File: config.mk
export PLATFORM = sky130hd
export DESIGN_NAME = serial_flash_boot_command_decoder
export DESIGN_NICKNAME = d
export VERILOG_FILES = /design/src/design/serial_flash_boot_command_decoder.v
export VERILOG_INCLUDE_DIRS = /design/src /design/src/design
export SDC_FILE = /design/constraint.sdc
export NUM_CORES = 1
export LEC_CHECK = 0
export BUFFER_PORTS_ARGS = -buffer_cell sky130_fd_sc_hd__clkbuf_2
export CORE_MARGIN = 8
export CORE_UTILIZATION = 55
export CTS_CLUSTER_SIZE = 16
export DETAILED_ROUTE_END_ITERATION = 8
export GPL_ROUTABILITY_DRIVEN = 0
export PLACE_DENSITY_LB_ADDON = 0.15
export SYNTH_ARGS = -nofsm -noshare
export SYNTH_HDL_FRONTEND = slang
export SYNTH_SLANG_ARGS = --single-unit
File: constraint.sdc
create_clock -name i_clk -period 7.6 [get_ports i_clk]
set_clock_uncertainty 0.2 [all_clocks]
set_input_delay 0.38 -clock i_clk [delete_from_list [all_inputs] [get_ports i_clk]]
set_output_delay 0.38 -clock i_clk [all_outputs]
set_load 0.05 [all_outputs]
File: src/design/sfb_cmd_regs.vh
// Constants for the serial boot command decoder
`ifndef SFB_CMD_REGS_VH
`define SFB_CMD_REGS_VH

// ------------------------------------------------------------
// Command codes
// ------------------------------------------------------------
`define CMD_PAGE_READ     8'hFF
`define CMD_PAGE_PROG     8'h41
`define CMD_ERASE_ALL     8'hA7
`define CMD_ERASE_CONFIRM 8'hD0
`define CMD_READ_STATUS   8'h70
`define CMD_CLEAR_STATUS  8'h50
`define CMD_ID_CHECK      8'hF5
`define CMD_DOWNLOAD      8'hFA
`define CMD_VERSION       8'hFB
`define CMD_BOOT_READ     8'hFC

// ------------------------------------------------------------
// Transfer lengths
// ------------------------------------------------------------
`define BYTE_BITS         4'h8
`define PAGE_BYTES        9'h100
`define VERSION_BYTES     9'h008
`define STATUS_BYTES      9'h002
`define HDR_LEN_ADDR      3'h2
`define HDR_LEN_DOWNLOAD  3'h3
`define HDR_LEN_ID        3'h4

// ------------------------------------------------------------
// Status fields and reset values
// ------------------------------------------------------------
`define FLASH_STATUS_RST  8'h80
`define LINK_STATUS_RST   8'h00
`define ID_NOT_VERIFIED   2'h0
`define ID_MISMATCH       2'h1
`define ID_VERIFIED       2'h3

`endif

File: src/design/serial_flash_boot_command_decoder.v
// Serial boot command decoder with its receive FIFO
// What this block does
// - First received byte of a sequence is command
// - Page read: FF, middle address, high address
// - Page read returns 256 bytes, falling edge
// - Page program: 41, middle address, high address
// - Take 256 bytes, then write page automatically
// - Busy falls when ready after page program
// - Erase all needs A7 then D0 confirm
// - Busy falls when erase all completes
// - Command 70 returns two status bytes
// - Command 50 clears error flags, busy falls
// - Download: FA, size low, high, checksum, data
// - Checksum is sum of data bytes
// - Run downloaded program only on checksum match
// - Command FB returns eight version characters
// - Command FC returns one boot area page
// - ID check: F5, address, length, ID bytes
// - Unverified ID allows only 70, F5, FB
// - Blank flash accepts every command
// - Bytes are eight bits, LSB first
// - Sample on rising, shift out on falling
// - Busy high while transferring or operating
// - Flash status reads 80 after reset
`timescale 1ns/100ps
`default_nettype none
`include "sfb_cmd_regs.vh"

// ------------------------------------------------------------
// Receive byte FIFO
// ------------------------------------------------------------
module sfb_rx_fifo #(
  parameter WIDTH = 8,
  parameter DEPTH = 8,
  parameter AW    = 3
) (
  input  wire             i_clk,
  input  wire             i_reset_n,
  input  wire             i_valid,
  output wire             o_ready,
  input  wire [WIDTH-1:0] i_data,
  output wire             o_valid,
  input  wire             i_ready,
  output wire [WIDTH-1:0] o_data
);
  reg [WIDTH-1:0] mem_q [0:DEPTH-1];
  reg [AW-1:0]    wr_ptr_q;
  reg [AW-1:0]    rd_ptr_q;
  reg [AW:0]      count_q;
  wire            push;
  wire            pop;

  assign o_ready = (count_q != DEPTH[AW:0]);
  assign o_valid = (count_q != {(AW+1){1'b0}});
  assign o_data  = mem_q[rd_ptr_q];
  assign push    = i_valid & o_ready;
  assign pop     = i_ready & o_valid;

  // Storage write
  always @(posedge i_clk) begin
    if (push) begin
      mem_q[wr_ptr_q] <= i_data;
    end
  end

  // Pointers and fill level
  always @(posedge i_clk) begin
    if (!i_reset_n) begin
      wr_ptr_q <= {AW{1'b0}};
      rd_ptr_q <= {AW{1'b0}};
      count_q  <= {(AW+1){1'b0}};
    end else begin
      if (push) wr_ptr_q <= (wr_ptr_q == DEPTH[AW-1:0] - 1'b1) ? {AW{1'b0}} : wr_ptr_q + 1'b1;
      if (pop)  rd_ptr_q <= (rd_ptr_q == DEPTH[AW-1:0] - 1'b1) ? {AW{1'b0}} : rd_ptr_q + 1'b1;
      count_q <= count_q + {{AW{1'b0}}, push} - {{AW{1'b0}}, pop};
    end
  end
endmodule // sfb_rx_fifo

// ------------------------------------------------------------
// Command decoder top
// ------------------------------------------------------------
module serial_flash_boot_command_decoder #(
  parameter [63:0] VERSION_TEXT = "VER.0.01", // Arbitrary text
  parameter        FIFO_DEPTH   = 8
) (
  input  wire        i_clk,
  input  wire        i_reset_n,
  input  wire        i_sclk,
  input  wire        i_rxd,
  output wire        o_txd,
  output wire        o_handshake_wait_line,
  input  wire        i_flash_blank,
  output wire [15:0] o_mem_addr,
  output wire        o_mem_boot_sel,
  output wire        o_mem_rd,
  input  wire [7:0]  i_mem_rdata,
  output wire        o_mem_wr,
  output wire [7:0]  o_mem_wdata,
  input  wire        i_mem_wr_ready,
  output wire        o_page_commit,
  output wire        o_erase_start,
  input  wire        i_flash_done,
  input  wire        i_flash_err,
  output wire        o_ram_wr,
  output wire [15:0] o_ram_addr,
  output wire [7:0]  o_ram_wdata,
  output wire        o_run_download,
  output wire [7:0]  o_flash_op_status,
  output wire [7:0]  o_link_check_status
);
  localparam [3:0] S_CMD    = 4'h0;
  localparam [3:0] S_HDR    = 4'h1;
  localparam [3:0] S_ERCONF = 4'h2;
  localparam [3:0] S_ERASE  = 4'h3;
  localparam [3:0] S_PROG   = 4'h4;
  localparam [3:0] S_PWAIT  = 4'h5;
  localparam [3:0] S_DL     = 4'h6;
  localparam [3:0] S_IDDATA = 4'h7;
  localparam [3:0] S_IDCMP  = 4'h8;
  localparam [3:0] S_RDLAT  = 4'h9;
  localparam [3:0] S_TXWAIT = 4'hA;
  localparam [3:0] S_NEXT   = 4'hB;

  // Header length for each command carrying one
  function [2:0] hdr_len;
    input [7:0] cmd;
    begin
      case (cmd)
        `CMD_DOWNLOAD: hdr_len = `HDR_LEN_DOWNLOAD;
        `CMD_ID_CHECK: hdr_len = `HDR_LEN_ID;
        default:       hdr_len = `HDR_LEN_ADDR;
      endcase
    end
  endfunction

  // ----------------------------------------------------------
  // Link pin synchronisers and serial engine
  // ----------------------------------------------------------
  reg       sclk_s1_q, sclk_s2_q, sclk_s3_q;
  reg       rxd_s1_q, rxd_s2_q;
  reg [7:0] rx_sh_q;
  reg [2:0] bit_cnt_q;
  reg       active_q;
  reg       tx_mode_q;
  reg [6:0] tx_sh_q;
  reg       txd_q;
  reg       tx_done_q;
  reg       tx_load_q;
  reg [7:0] tx_byte_q;
  wire      sclk_rise = sclk_s2_q & ~sclk_s3_q;
  wire      sclk_fall = ~sclk_s2_q & sclk_s3_q;
  wire      byte_end  = sclk_rise & (bit_cnt_q == 3'h7);
  wire      rx_push   = byte_end & ~tx_mode_q;

  // Two-stage synchronisers for clock and data pins
  always @(posedge i_clk) begin
    if (!i_reset_n) begin
      sclk_s1_q <= 1'b1;
      sclk_s2_q <= 1'b1;
      sclk_s3_q <= 1'b1;
      rxd_s1_q  <= 1'b1;
      rxd_s2_q  <= 1'b1;
    end else begin
      sclk_s1_q <= i_sclk;
      sclk_s2_q <= sclk_s1_q;
      sclk_s3_q <= sclk_s2_q;
      rxd_s1_q  <= i_rxd;
      rxd_s2_q  <= rxd_s1_q;
    end
  end

  // Bit shifting, LSB first in both directions
  always @(posedge i_clk) begin
    if (!i_reset_n) begin
      rx_sh_q   <= 8'h00;
      bit_cnt_q <= 3'h0;
      active_q  <= 1'b0;
      tx_mode_q <= 1'b0;
      tx_sh_q   <= 7'h00;
      txd_q     <= 1'b1;
      tx_done_q <= 1'b0;
    end else begin
      tx_done_q <= byte_end & tx_mode_q;
      if (sclk_rise) begin
        rx_sh_q   <= {rxd_s2_q, rx_sh_q[7:1]};
        bit_cnt_q <= bit_cnt_q + 3'h1;
        active_q  <= ~byte_end;
      end
      if (byte_end) begin
        tx_mode_q <= 1'b0;
      end else if (tx_load_q) begin
        tx_mode_q <= 1'b1;
        txd_q     <= tx_byte_q[0];
        tx_sh_q   <= tx_byte_q[7:1];
      end else if (sclk_fall && tx_mode_q && bit_cnt_q != 3'h0) begin // Bit 0 stands over first fall
        txd_q   <= tx_sh_q[0];
        tx_sh_q <= {1'b0, tx_sh_q[6:1]};
      end
    end
  end

  // ----------------------------------------------------------
  // Receive FIFO between engine and decoder
  // ----------------------------------------------------------
  wire       fifo_in_ready;
  wire       fifo_valid;
  wire [7:0] fifo_data;
  reg        fifo_pop;

  sfb_rx_fifo #(
    .WIDTH (8),
    .DEPTH (FIFO_DEPTH),
    .AW    (3)
  ) u_rx_fifo (
    .i_clk     (i_clk),
    .i_reset_n (i_reset_n),
    .i_valid   (rx_push),
    .o_ready   (fifo_in_ready),
    .i_data    ({rxd_s2_q, rx_sh_q[7:1]}),
    .o_valid   (fifo_valid),
    .i_ready   (fifo_pop),
    .o_data    (fifo_data)
  );

  // ----------------------------------------------------------
  // Command decoder
  // ----------------------------------------------------------
  reg [3:0]  state_q;
  reg [7:0]  cmd_q;
  reg [2:0]  hdr_q;
  reg [8:0]  cnt_q;
  reg [7:0]  addr_mid_q;
  reg [15:0] id_addr_q;
  reg [7:0]  id_len_q;
  reg        id_fail_q;
  reg [7:0]  hold_q;
  reg [15:0] size_q;
  reg [7:0]  csum_q;
  reg [7:0]  sum_q;
  reg        prog_err_q, erase_err_q;
  reg        boot_upd_q, csum_ok_q;
  reg [1:0]  id_state_q;
  reg [15:0] mem_addr_q;
  reg        mem_boot_q, mem_rd_q, mem_wr_q;
  reg [7:0]  mem_wdata_q;
  reg        commit_q, erase_start_q;
  reg        ram_wr_q, run_q;
  reg [15:0] ram_addr_q;
  reg [7:0]  ram_wdata_q;
  reg        busy_q;
  reg        wait_ok;
  reg [8:0]  rx_cnt_q;
  wire       unlocked = (id_state_q == `ID_VERIFIED) | i_flash_blank;
  wire [7:0] flash_op_status      = {~(state_q == S_PWAIT || state_q == S_ERASE), 1'b0,
                         erase_err_q, prog_err_q, 4'h0};
  wire [7:0] link_check_status     = {boot_upd_q, 2'b00, csum_ok_q, id_state_q, 2'b00};
  wire [7:0] sum_next = sum_q + fifo_data;

  // Decoder takes a byte when waiting for one
  always @* begin
    case (state_q)
      S_CMD, S_HDR, S_ERCONF, S_DL, S_IDDATA: fifo_pop = fifo_valid;
      S_PROG:  fifo_pop = fifo_valid & i_mem_wr_ready;
      default: fifo_pop = 1'b0;
    endcase
  end

  // Ready for the next byte from the programmer
  always @* begin
    case (state_q)
      S_CMD, S_HDR, S_ERCONF, S_DL, S_IDDATA: wait_ok = ~fifo_valid;
      S_PROG:   wait_ok = (rx_cnt_q != `PAGE_BYTES);
      S_TXWAIT: wait_ok = tx_mode_q & ~tx_load_q;
      default:  wait_ok = 1'b0;
    endcase
  end

  // Page bytes received so far; busy holds once the whole page is in
  always @(posedge i_clk) begin
    if (!i_reset_n) begin
      rx_cnt_q <= 9'h000;
    end else if (state_q != S_PROG) begin
      rx_cnt_q <= 9'h000;
    end else if (rx_push) begin
      rx_cnt_q <= rx_cnt_q + 9'h001;
    end
  end

  // Busy line
  always @(posedge i_clk) begin
    if (!i_reset_n) busy_q <= 1'b0;
    else busy_q <= active_q | sclk_rise | ~fifo_in_ready | ~wait_ok;
  end

  // Sequence state machine
  always @(posedge i_clk) begin
    if (!i_reset_n) begin
      state_q <= S_CMD;        cmd_q <= 8'h00;       hdr_q <= 3'h0;
      cnt_q <= 9'h000;         addr_mid_q <= 8'h00;  id_addr_q <= 16'h0000;
      id_len_q <= 8'h00;       id_fail_q <= 1'b0;    hold_q <= 8'h00;
      size_q <= 16'h0000;      csum_q <= 8'h00;      sum_q <= 8'h00;
      prog_err_q <= 1'b0;      erase_err_q <= 1'b0;
      boot_upd_q <= 1'b0;      csum_ok_q <= 1'b0;    id_state_q <= `ID_NOT_VERIFIED;
      mem_addr_q <= 16'h0000;  mem_boot_q <= 1'b0;   mem_rd_q <= 1'b0;
      mem_wr_q <= 1'b0;        mem_wdata_q <= 8'h00; commit_q <= 1'b0;
      erase_start_q <= 1'b0;   ram_wr_q <= 1'b0;     run_q <= 1'b0;
      ram_addr_q <= 16'h0000;  ram_wdata_q <= 8'h00;
      tx_load_q <= 1'b0;       tx_byte_q <= 8'h00;
    end else begin
      mem_rd_q      <= 1'b0;
      mem_wr_q      <= 1'b0;
      commit_q      <= 1'b0;
      erase_start_q <= 1'b0;
      ram_wr_q      <= 1'b0;
      run_q         <= 1'b0;
      tx_load_q     <= 1'b0;
      case (state_q)
        S_CMD: if (fifo_pop) begin
          cmd_q <= fifo_data;
          hdr_q <= 3'h0;
          cnt_q <= 9'h000;
          case (fifo_data)
            `CMD_READ_STATUS, `CMD_VERSION: state_q <= S_NEXT;
            `CMD_ID_CHECK: state_q <= S_HDR;
            `CMD_PAGE_READ, `CMD_BOOT_READ, `CMD_PAGE_PROG, `CMD_DOWNLOAD:
              if (unlocked) state_q <= S_HDR;
            `CMD_ERASE_ALL: if (unlocked) state_q <= S_ERCONF;
            `CMD_CLEAR_STATUS: if (unlocked) begin
              prog_err_q  <= 1'b0;
              erase_err_q <= 1'b0;
              boot_upd_q  <= 1'b0;
              csum_ok_q   <= 1'b0;
            end
            default: state_q <= S_CMD;
          endcase
        end
        S_HDR: if (fifo_pop) begin
          hdr_q <= hdr_q + 3'h1;
          case (cmd_q)
            `CMD_DOWNLOAD: begin
              if (hdr_q == 3'h0) size_q[7:0]  <= fifo_data;
              if (hdr_q == 3'h1) size_q[15:8] <= fifo_data;
              if (hdr_q == 3'h2) csum_q       <= fifo_data;
            end
            `CMD_ID_CHECK: begin
              if (hdr_q == 3'h0) id_addr_q[7:0]  <= fifo_data;
              if (hdr_q == 3'h1) id_addr_q[15:8] <= fifo_data;
              if (hdr_q == 3'h3) id_len_q        <= fifo_data;
            end
            default: if (hdr_q == 3'h0) addr_mid_q <= fifo_data;
          endcase
          if (hdr_q == hdr_len(cmd_q) - 3'h1) begin
            sum_q      <= 8'h00;
            id_fail_q  <= 1'b0;
            ram_addr_q <= 16'h0000;
            case (cmd_q)
              `CMD_PAGE_PROG: state_q <= S_PROG;
              `CMD_DOWNLOAD:  state_q <= (size_q == 16'h0000) ? S_CMD : S_DL;
              `CMD_ID_CHECK:  state_q <= (fifo_data == 8'h00) ? S_CMD : S_IDDATA;
              default:        state_q <= S_NEXT;
            endcase
          end
        end
        S_PROG: if (fifo_pop) begin
          mem_wr_q    <= 1'b1;
          mem_boot_q  <= 1'b0;
          mem_addr_q  <= {addr_mid_q, cnt_q[7:0]};
          mem_wdata_q <= fifo_data;
          cnt_q       <= cnt_q + 9'h001;
          if (cnt_q == `PAGE_BYTES - 9'h001) begin
            commit_q <= 1'b1;
            state_q  <= S_PWAIT;
          end
        end
        S_PWAIT: if (i_flash_done) begin
          prog_err_q <= i_flash_err;
          state_q    <= S_CMD;
        end
        S_ERCONF: if (fifo_pop) begin
          erase_start_q <= (fifo_data == `CMD_ERASE_CONFIRM);
          state_q <= (fifo_data == `CMD_ERASE_CONFIRM) ? S_ERASE : S_CMD;
        end
        S_ERASE: if (i_flash_done) begin
          erase_err_q <= i_flash_err;
          state_q     <= S_CMD;
        end
        S_DL: if (fifo_pop) begin
          ram_wr_q    <= 1'b1;
          ram_addr_q  <= ram_addr_q + 16'h0001;
          ram_wdata_q <= fifo_data;
          sum_q       <= sum_next;
          size_q      <= size_q - 16'h0001;
          if (size_q == 16'h0001) begin
            csum_ok_q  <= (sum_next == csum_q);
            boot_upd_q <= (sum_next == csum_q);
            run_q      <= (sum_next == csum_q);
            state_q    <= S_CMD;
          end
        end
        S_IDDATA: if (fifo_pop) begin
          hold_q     <= fifo_data;
          mem_rd_q   <= 1'b1;
          mem_boot_q <= 1'b0;
          mem_addr_q <= id_addr_q;
          state_q    <= S_IDCMP;
        end
        S_IDCMP: begin
          id_addr_q <= id_addr_q + 16'h0001;
          id_len_q  <= id_len_q - 8'h01;
          id_fail_q <= id_fail_q | (i_mem_rdata != hold_q);
          if (id_len_q == 8'h01) begin
            id_state_q <= (id_fail_q || i_mem_rdata != hold_q) ? `ID_MISMATCH : `ID_VERIFIED;
            state_q    <= S_CMD;
          end else begin
            state_q <= S_IDDATA;
          end
        end
        S_NEXT: begin
          case (cmd_q)
            `CMD_READ_STATUS: begin
              tx_load_q <= 1'b1;
              tx_byte_q <= (cnt_q == 9'h000) ? flash_op_status : link_check_status;
              state_q   <= S_TXWAIT;
            end
            `CMD_VERSION: begin
              tx_load_q <= 1'b1;
              tx_byte_q <= VERSION_TEXT[8'd63 - {cnt_q[4:0], 3'b000} -: 8];
              state_q   <= S_TXWAIT;
            end
            default: begin
              mem_rd_q   <= 1'b1;
              mem_boot_q <= (cmd_q == `CMD_BOOT_READ);
              mem_addr_q <= {addr_mid_q, cnt_q[7:0]};
              state_q    <= S_RDLAT;
            end
          endcase
        end
        S_RDLAT: begin
          tx_load_q <= 1'b1;
          tx_byte_q <= i_mem_rdata;
          state_q   <= S_TXWAIT;
        end
        S_TXWAIT: if (tx_done_q) begin
          cnt_q <= cnt_q + 9'h001;
          case (cmd_q)
            `CMD_READ_STATUS: state_q <= (cnt_q == `STATUS_BYTES - 9'h001) ? S_CMD : S_NEXT;
            `CMD_VERSION:     state_q <= (cnt_q == `VERSION_BYTES - 9'h001) ? S_CMD : S_NEXT;
            default:          state_q <= (cnt_q == `PAGE_BYTES - 9'h001) ? S_CMD : S_NEXT;
          endcase
        end
        default: state_q <= S_CMD;
      endcase
    end
  end

  // Output drive
  assign o_txd                 = txd_q;
  assign o_handshake_wait_line = busy_q;
  assign o_mem_addr            = mem_addr_q;
  assign o_mem_boot_sel        = mem_boot_q;
  assign o_mem_rd              = mem_rd_q;
  assign o_mem_wr              = mem_wr_q;
  assign o_mem_wdata           = mem_wdata_q;
  assign o_page_commit         = commit_q;
  assign o_erase_start         = erase_start_q;
  assign o_ram_wr              = ram_wr_q;
  assign o_ram_addr            = ram_addr_q - 16'h0001;
  assign o_ram_wdata           = ram_wdata_q;
  assign o_run_download        = run_q;
  assign o_flash_op_status     = flash_op_status;
  assign o_link_check_status   = link_check_status;
endmodule // serial_flash_boot_command_decoder
`default_nettype wire

==> results.toml <==
[sta]
fmax_mhz = 231.2
hold-worst-slack_ns = 0.08491
worstMarginPinSlew_ns = 1.237
hold_violations = 0
setup_violations = 0
rsz0062_at_grt = "false"
min_period_over_period_pct = 56.91
slew_headroom_pct = 17.23
fin_setup_tns_ns = 0
layout_min_cycle_time_ns = 4.326
finalMaxSlewViolations = 0

[setup_path]
critPathMaxFanout = 18
rrSetupSlack_ns = 3.27
path_class = "flop to flop"
endpoint_kind = "flop"
arrival_ns = 4.63
timing.rr.end = "csum_ok_q"
r2r_cells = 11
start_kind = "flop"
cp_data_required_time_ns = 7.91

[synth]
ys_types = 82
ys_warn_count = 0
synth_area_leader_cell = "dfxtp_1"
synth_edf_count = 64
synth_cells = 1616
synthFlopType = "dfxtp_1"
async_flop_share_pct = 0
ys_top_cells_by_count = "229 x nor2_1, 215 x dfxtp_1, 196 x nand2_1"
avgSynthCellArea_um2 = 8.770
ys_top_cells_by_area = "dfxtp_1 30%, edfxtp_1 14%, nor2_1 6.1%"
synth_top_area_share_pct = 30.37
yosysMostFrequentCell = "nor2_1"
yosysSeqAreaShare_pct = 43.93
synth_seq_cells = 279
syn_area_um2 = 14170

[die]
fp-row-count = 58
die_h_um = 176.5
coreArea_um2 = 25250
die_w_um = 176.5
initial_utilization_pct = 56.12
die_area_um2 = 31160
pin_count = 89

[final_layout]
fin_util_pct = 63.07
diodes = 0
nets = 1718
syn2layout_area_growth_pct = 12.39
fin_cells = 2013
drive_gt1_share_pct = 11.53

[placement]
place_hpwl_um = 26710
portBuffers = 79
placedCellCount = 1945

[min_path]
hold_path_class = "input pin to flop"
hold_depth = 3
hp-start = "i_reset_n"
holdPathEnd = "o_txd"

[cts]
cts_max_level = 1
cts-resized-gates = 0
clockBufferDepth = 3
cts_root_buffer = "clkbuf_16"
post-cts-setup-buffers = 0
cts_hold_buf = 10
cts-buffers-inserted = 31
cts.clk_slew.worst_paths_ns = 0.06
cts_tree = "built"
clock_sinks = 279
clk_latency_ns = 0.58

[global_route]
grt_pass1_wl_um = 61070
grt_overflow_total = 0
grt_usage_pct = 23.76
antenna_found_initial = 0
grt_start_max_net_pins = 82
grt_pass1_vias = 11440

[power]
ir_drop_mv = 0.2135
p_leak_nw = 5.745
power_mw = 4.777
power.density_nw_per_um2 = 299.9

[drt]
drt_wl_total_um = 38090
firstDrtPassIters = 5
drc = 0
wl_per_cell_um = 18.92
drt-initial-drc-count = 1013
vias = 12130
final_antenna_net_count = 0
vias_per_cell = 6.025

[status]
status = "complete, no violations"

[flow_run]
drv_cap = 0
## registers in the layout, summed over array words and instances, names as in the netlist, 4 cells and up, named ones only
| register | count |
|---|---|
| sum_q | 8 |
| rx_sh_q | 7 |
| hold_q | 8 |
| o_mem_addr | 16 |
| rx_cnt_q | 9 |
| u_rx_fifo.count_q | 4 |
| id_addr_q | 16 |
| tx_sh_q | 7 |
| u_rx_fifo.mem_q | 64 |
| o_mem_wdata | 8 |
| csum_q | 8 |
| addr_mid_q | 8 |
| cnt_q | 9 |
| state_q | 4 |
| tx_byte_q | 8 |
| id_len_q | 8 |
| ram_addr_q | 16 |
| cmd_q | 8 |
| size_q | 16 |
| o_ram_wdata | 8 |
## cells in the final DEF (no fill, tap or decap), types with 5 or more instances in the layout
| cell | Yosys | layout |
|---|---|---|
| o32ai_1 | 6 | 6 |
| nand2b_1 | 18 | 18 |
| o22ai_1 | 9 | 8 |
| a31oi_1 | 15 | 15 |
| edfxtp_1 | 64 | 64 |
| dlygate4sd3_1 | 0 | 10 |
| ha_1 | 42 | 42 |
| a21oi_1 | 107 | 107 |
| or3_1 | 11 | 11 |
| nand4_1 | 16 | 16 |
| o31ai_1 | 5 | 5 |
| nand3b_1 | 6 | 6 |
| nand2_1 | 196 | 196 |
| clkbuf_16 | 0 | 31 |
| buf_4 | 19 | 19 |
| and3_1 | 22 | 22 |
| xor2_1 | 34 | 34 |
| nor2_1 | 229 | 229 |
| a22oi_1 | 20 | 20 |
| xnor2_1 | 25 | 25 |
| o211ai_1 | 5 | 5 |
| conb_1 | 1 | 9 |
| or4_1 | 5 | 5 |
| bufinv_16 | 0 | 7 |
| nand3_1 | 46 | 46 |
| dfxtp_1 | 215 | 214 |
| mux4_2 | 10 | 10 |
| nor3_1 | 40 | 38 |
| o21ai_0 | 82 | 82 |
| clkbuf_2 | 0 | 79 |
| nor3b_1 | 9 | 9 |
| a211oi_1 | 39 | 39 |
| nor4_1 | 12 | 12 |
| a311oi_1 | 20 | 20 |
| and2_1 | 8 | 8 |
| inv_1 | 38 | 38 |
| mux2i_1 | 51 | 51 |
| nor2b_1 | 13 | 13 |
| a21o_1 | 8 | 8 |
## cells by family (layout without fill, tap and decap cells)
logic type / Yosys count / in the layout / synth area share [%]
AOI/OAI and AO/OA: 364 / 364 / 16.69
xor gates and xnor gates: 61 / 61 / 3.920
adders and majority gates: 44 / 44 / 3.990
buffers and inverters: 146 / 205 / 4.582
DFF: 279 / 279 / 43.93
muxes: 66 / 66 / 5.606
other: 1 / 9 / 0.02646
and+or+nand+nor: 655 / 655 / 21.25
## power by group
group          leakage (nW)  total (mW)  switching (mW)  internal [mW]
clock network         0.560        1.67           0.647           1.02
registers              2.33        1.74           0.128           1.61
logic                  2.86        1.37           0.906          0.464
## layout make-up
type / count / area [um2]
fillers: 2139 / 9325
clock buffers: 35 / 820.8
well taps: 330 / 412.9
inverters: 39 / 148.9
multi-input cells: 1199 / 7350
flip-flops and latches: 279 / 6227
repair buffers: 108 / 638.1
clock inverters: 23 / 331.6
## worst max-delay path by stage
stage	start	cells past startpoint	endpoint	slack, ns
after floorplan	flop	14	csum_ok_q	4.04
after global placement	flop	13	csum_ok_q	3.57
after detailed placement	flop	11	csum_ok_q	3.38
after CTS	flop	11	csum_ok_q	3.32
after global routing	flop	13	csum_ok_q	3.06
final	flop	11	csum_ok_q	3.27
## worst max-delay path, stage by stage (launching register included)
cell and delay (ns):
dfxtp_1 0.86, nor2b_1 0.51, a221o_1 0.69, inv_1 0.30, ha_1 0.44, xor2_1 0.27, nor2_1 0.09, nor4_1 0.19
o311ai_0 0.17, nor4_1 0.18, and4_1 0.25, a31o_2 0.10
## layer usage
layer	vias to the layer above	global-route usage (%)	wire [um]
met5	-	0	0
met4	0	8.231	1198
met3	78	3.995	2644
met2	412	38.49	17520
met1	5786	31.68	16720
li1	5853	-	-
## through the flow
step	setup WS, ns	instance area [um2]
after floorplan	4.039	14200
after global placement	3.566	14680
after detailed placement	3.384	14680
after CTS	3.317	15930
after global routing	3.058	15930
final	3.274	15930
(Power assumes the default switching activity.)
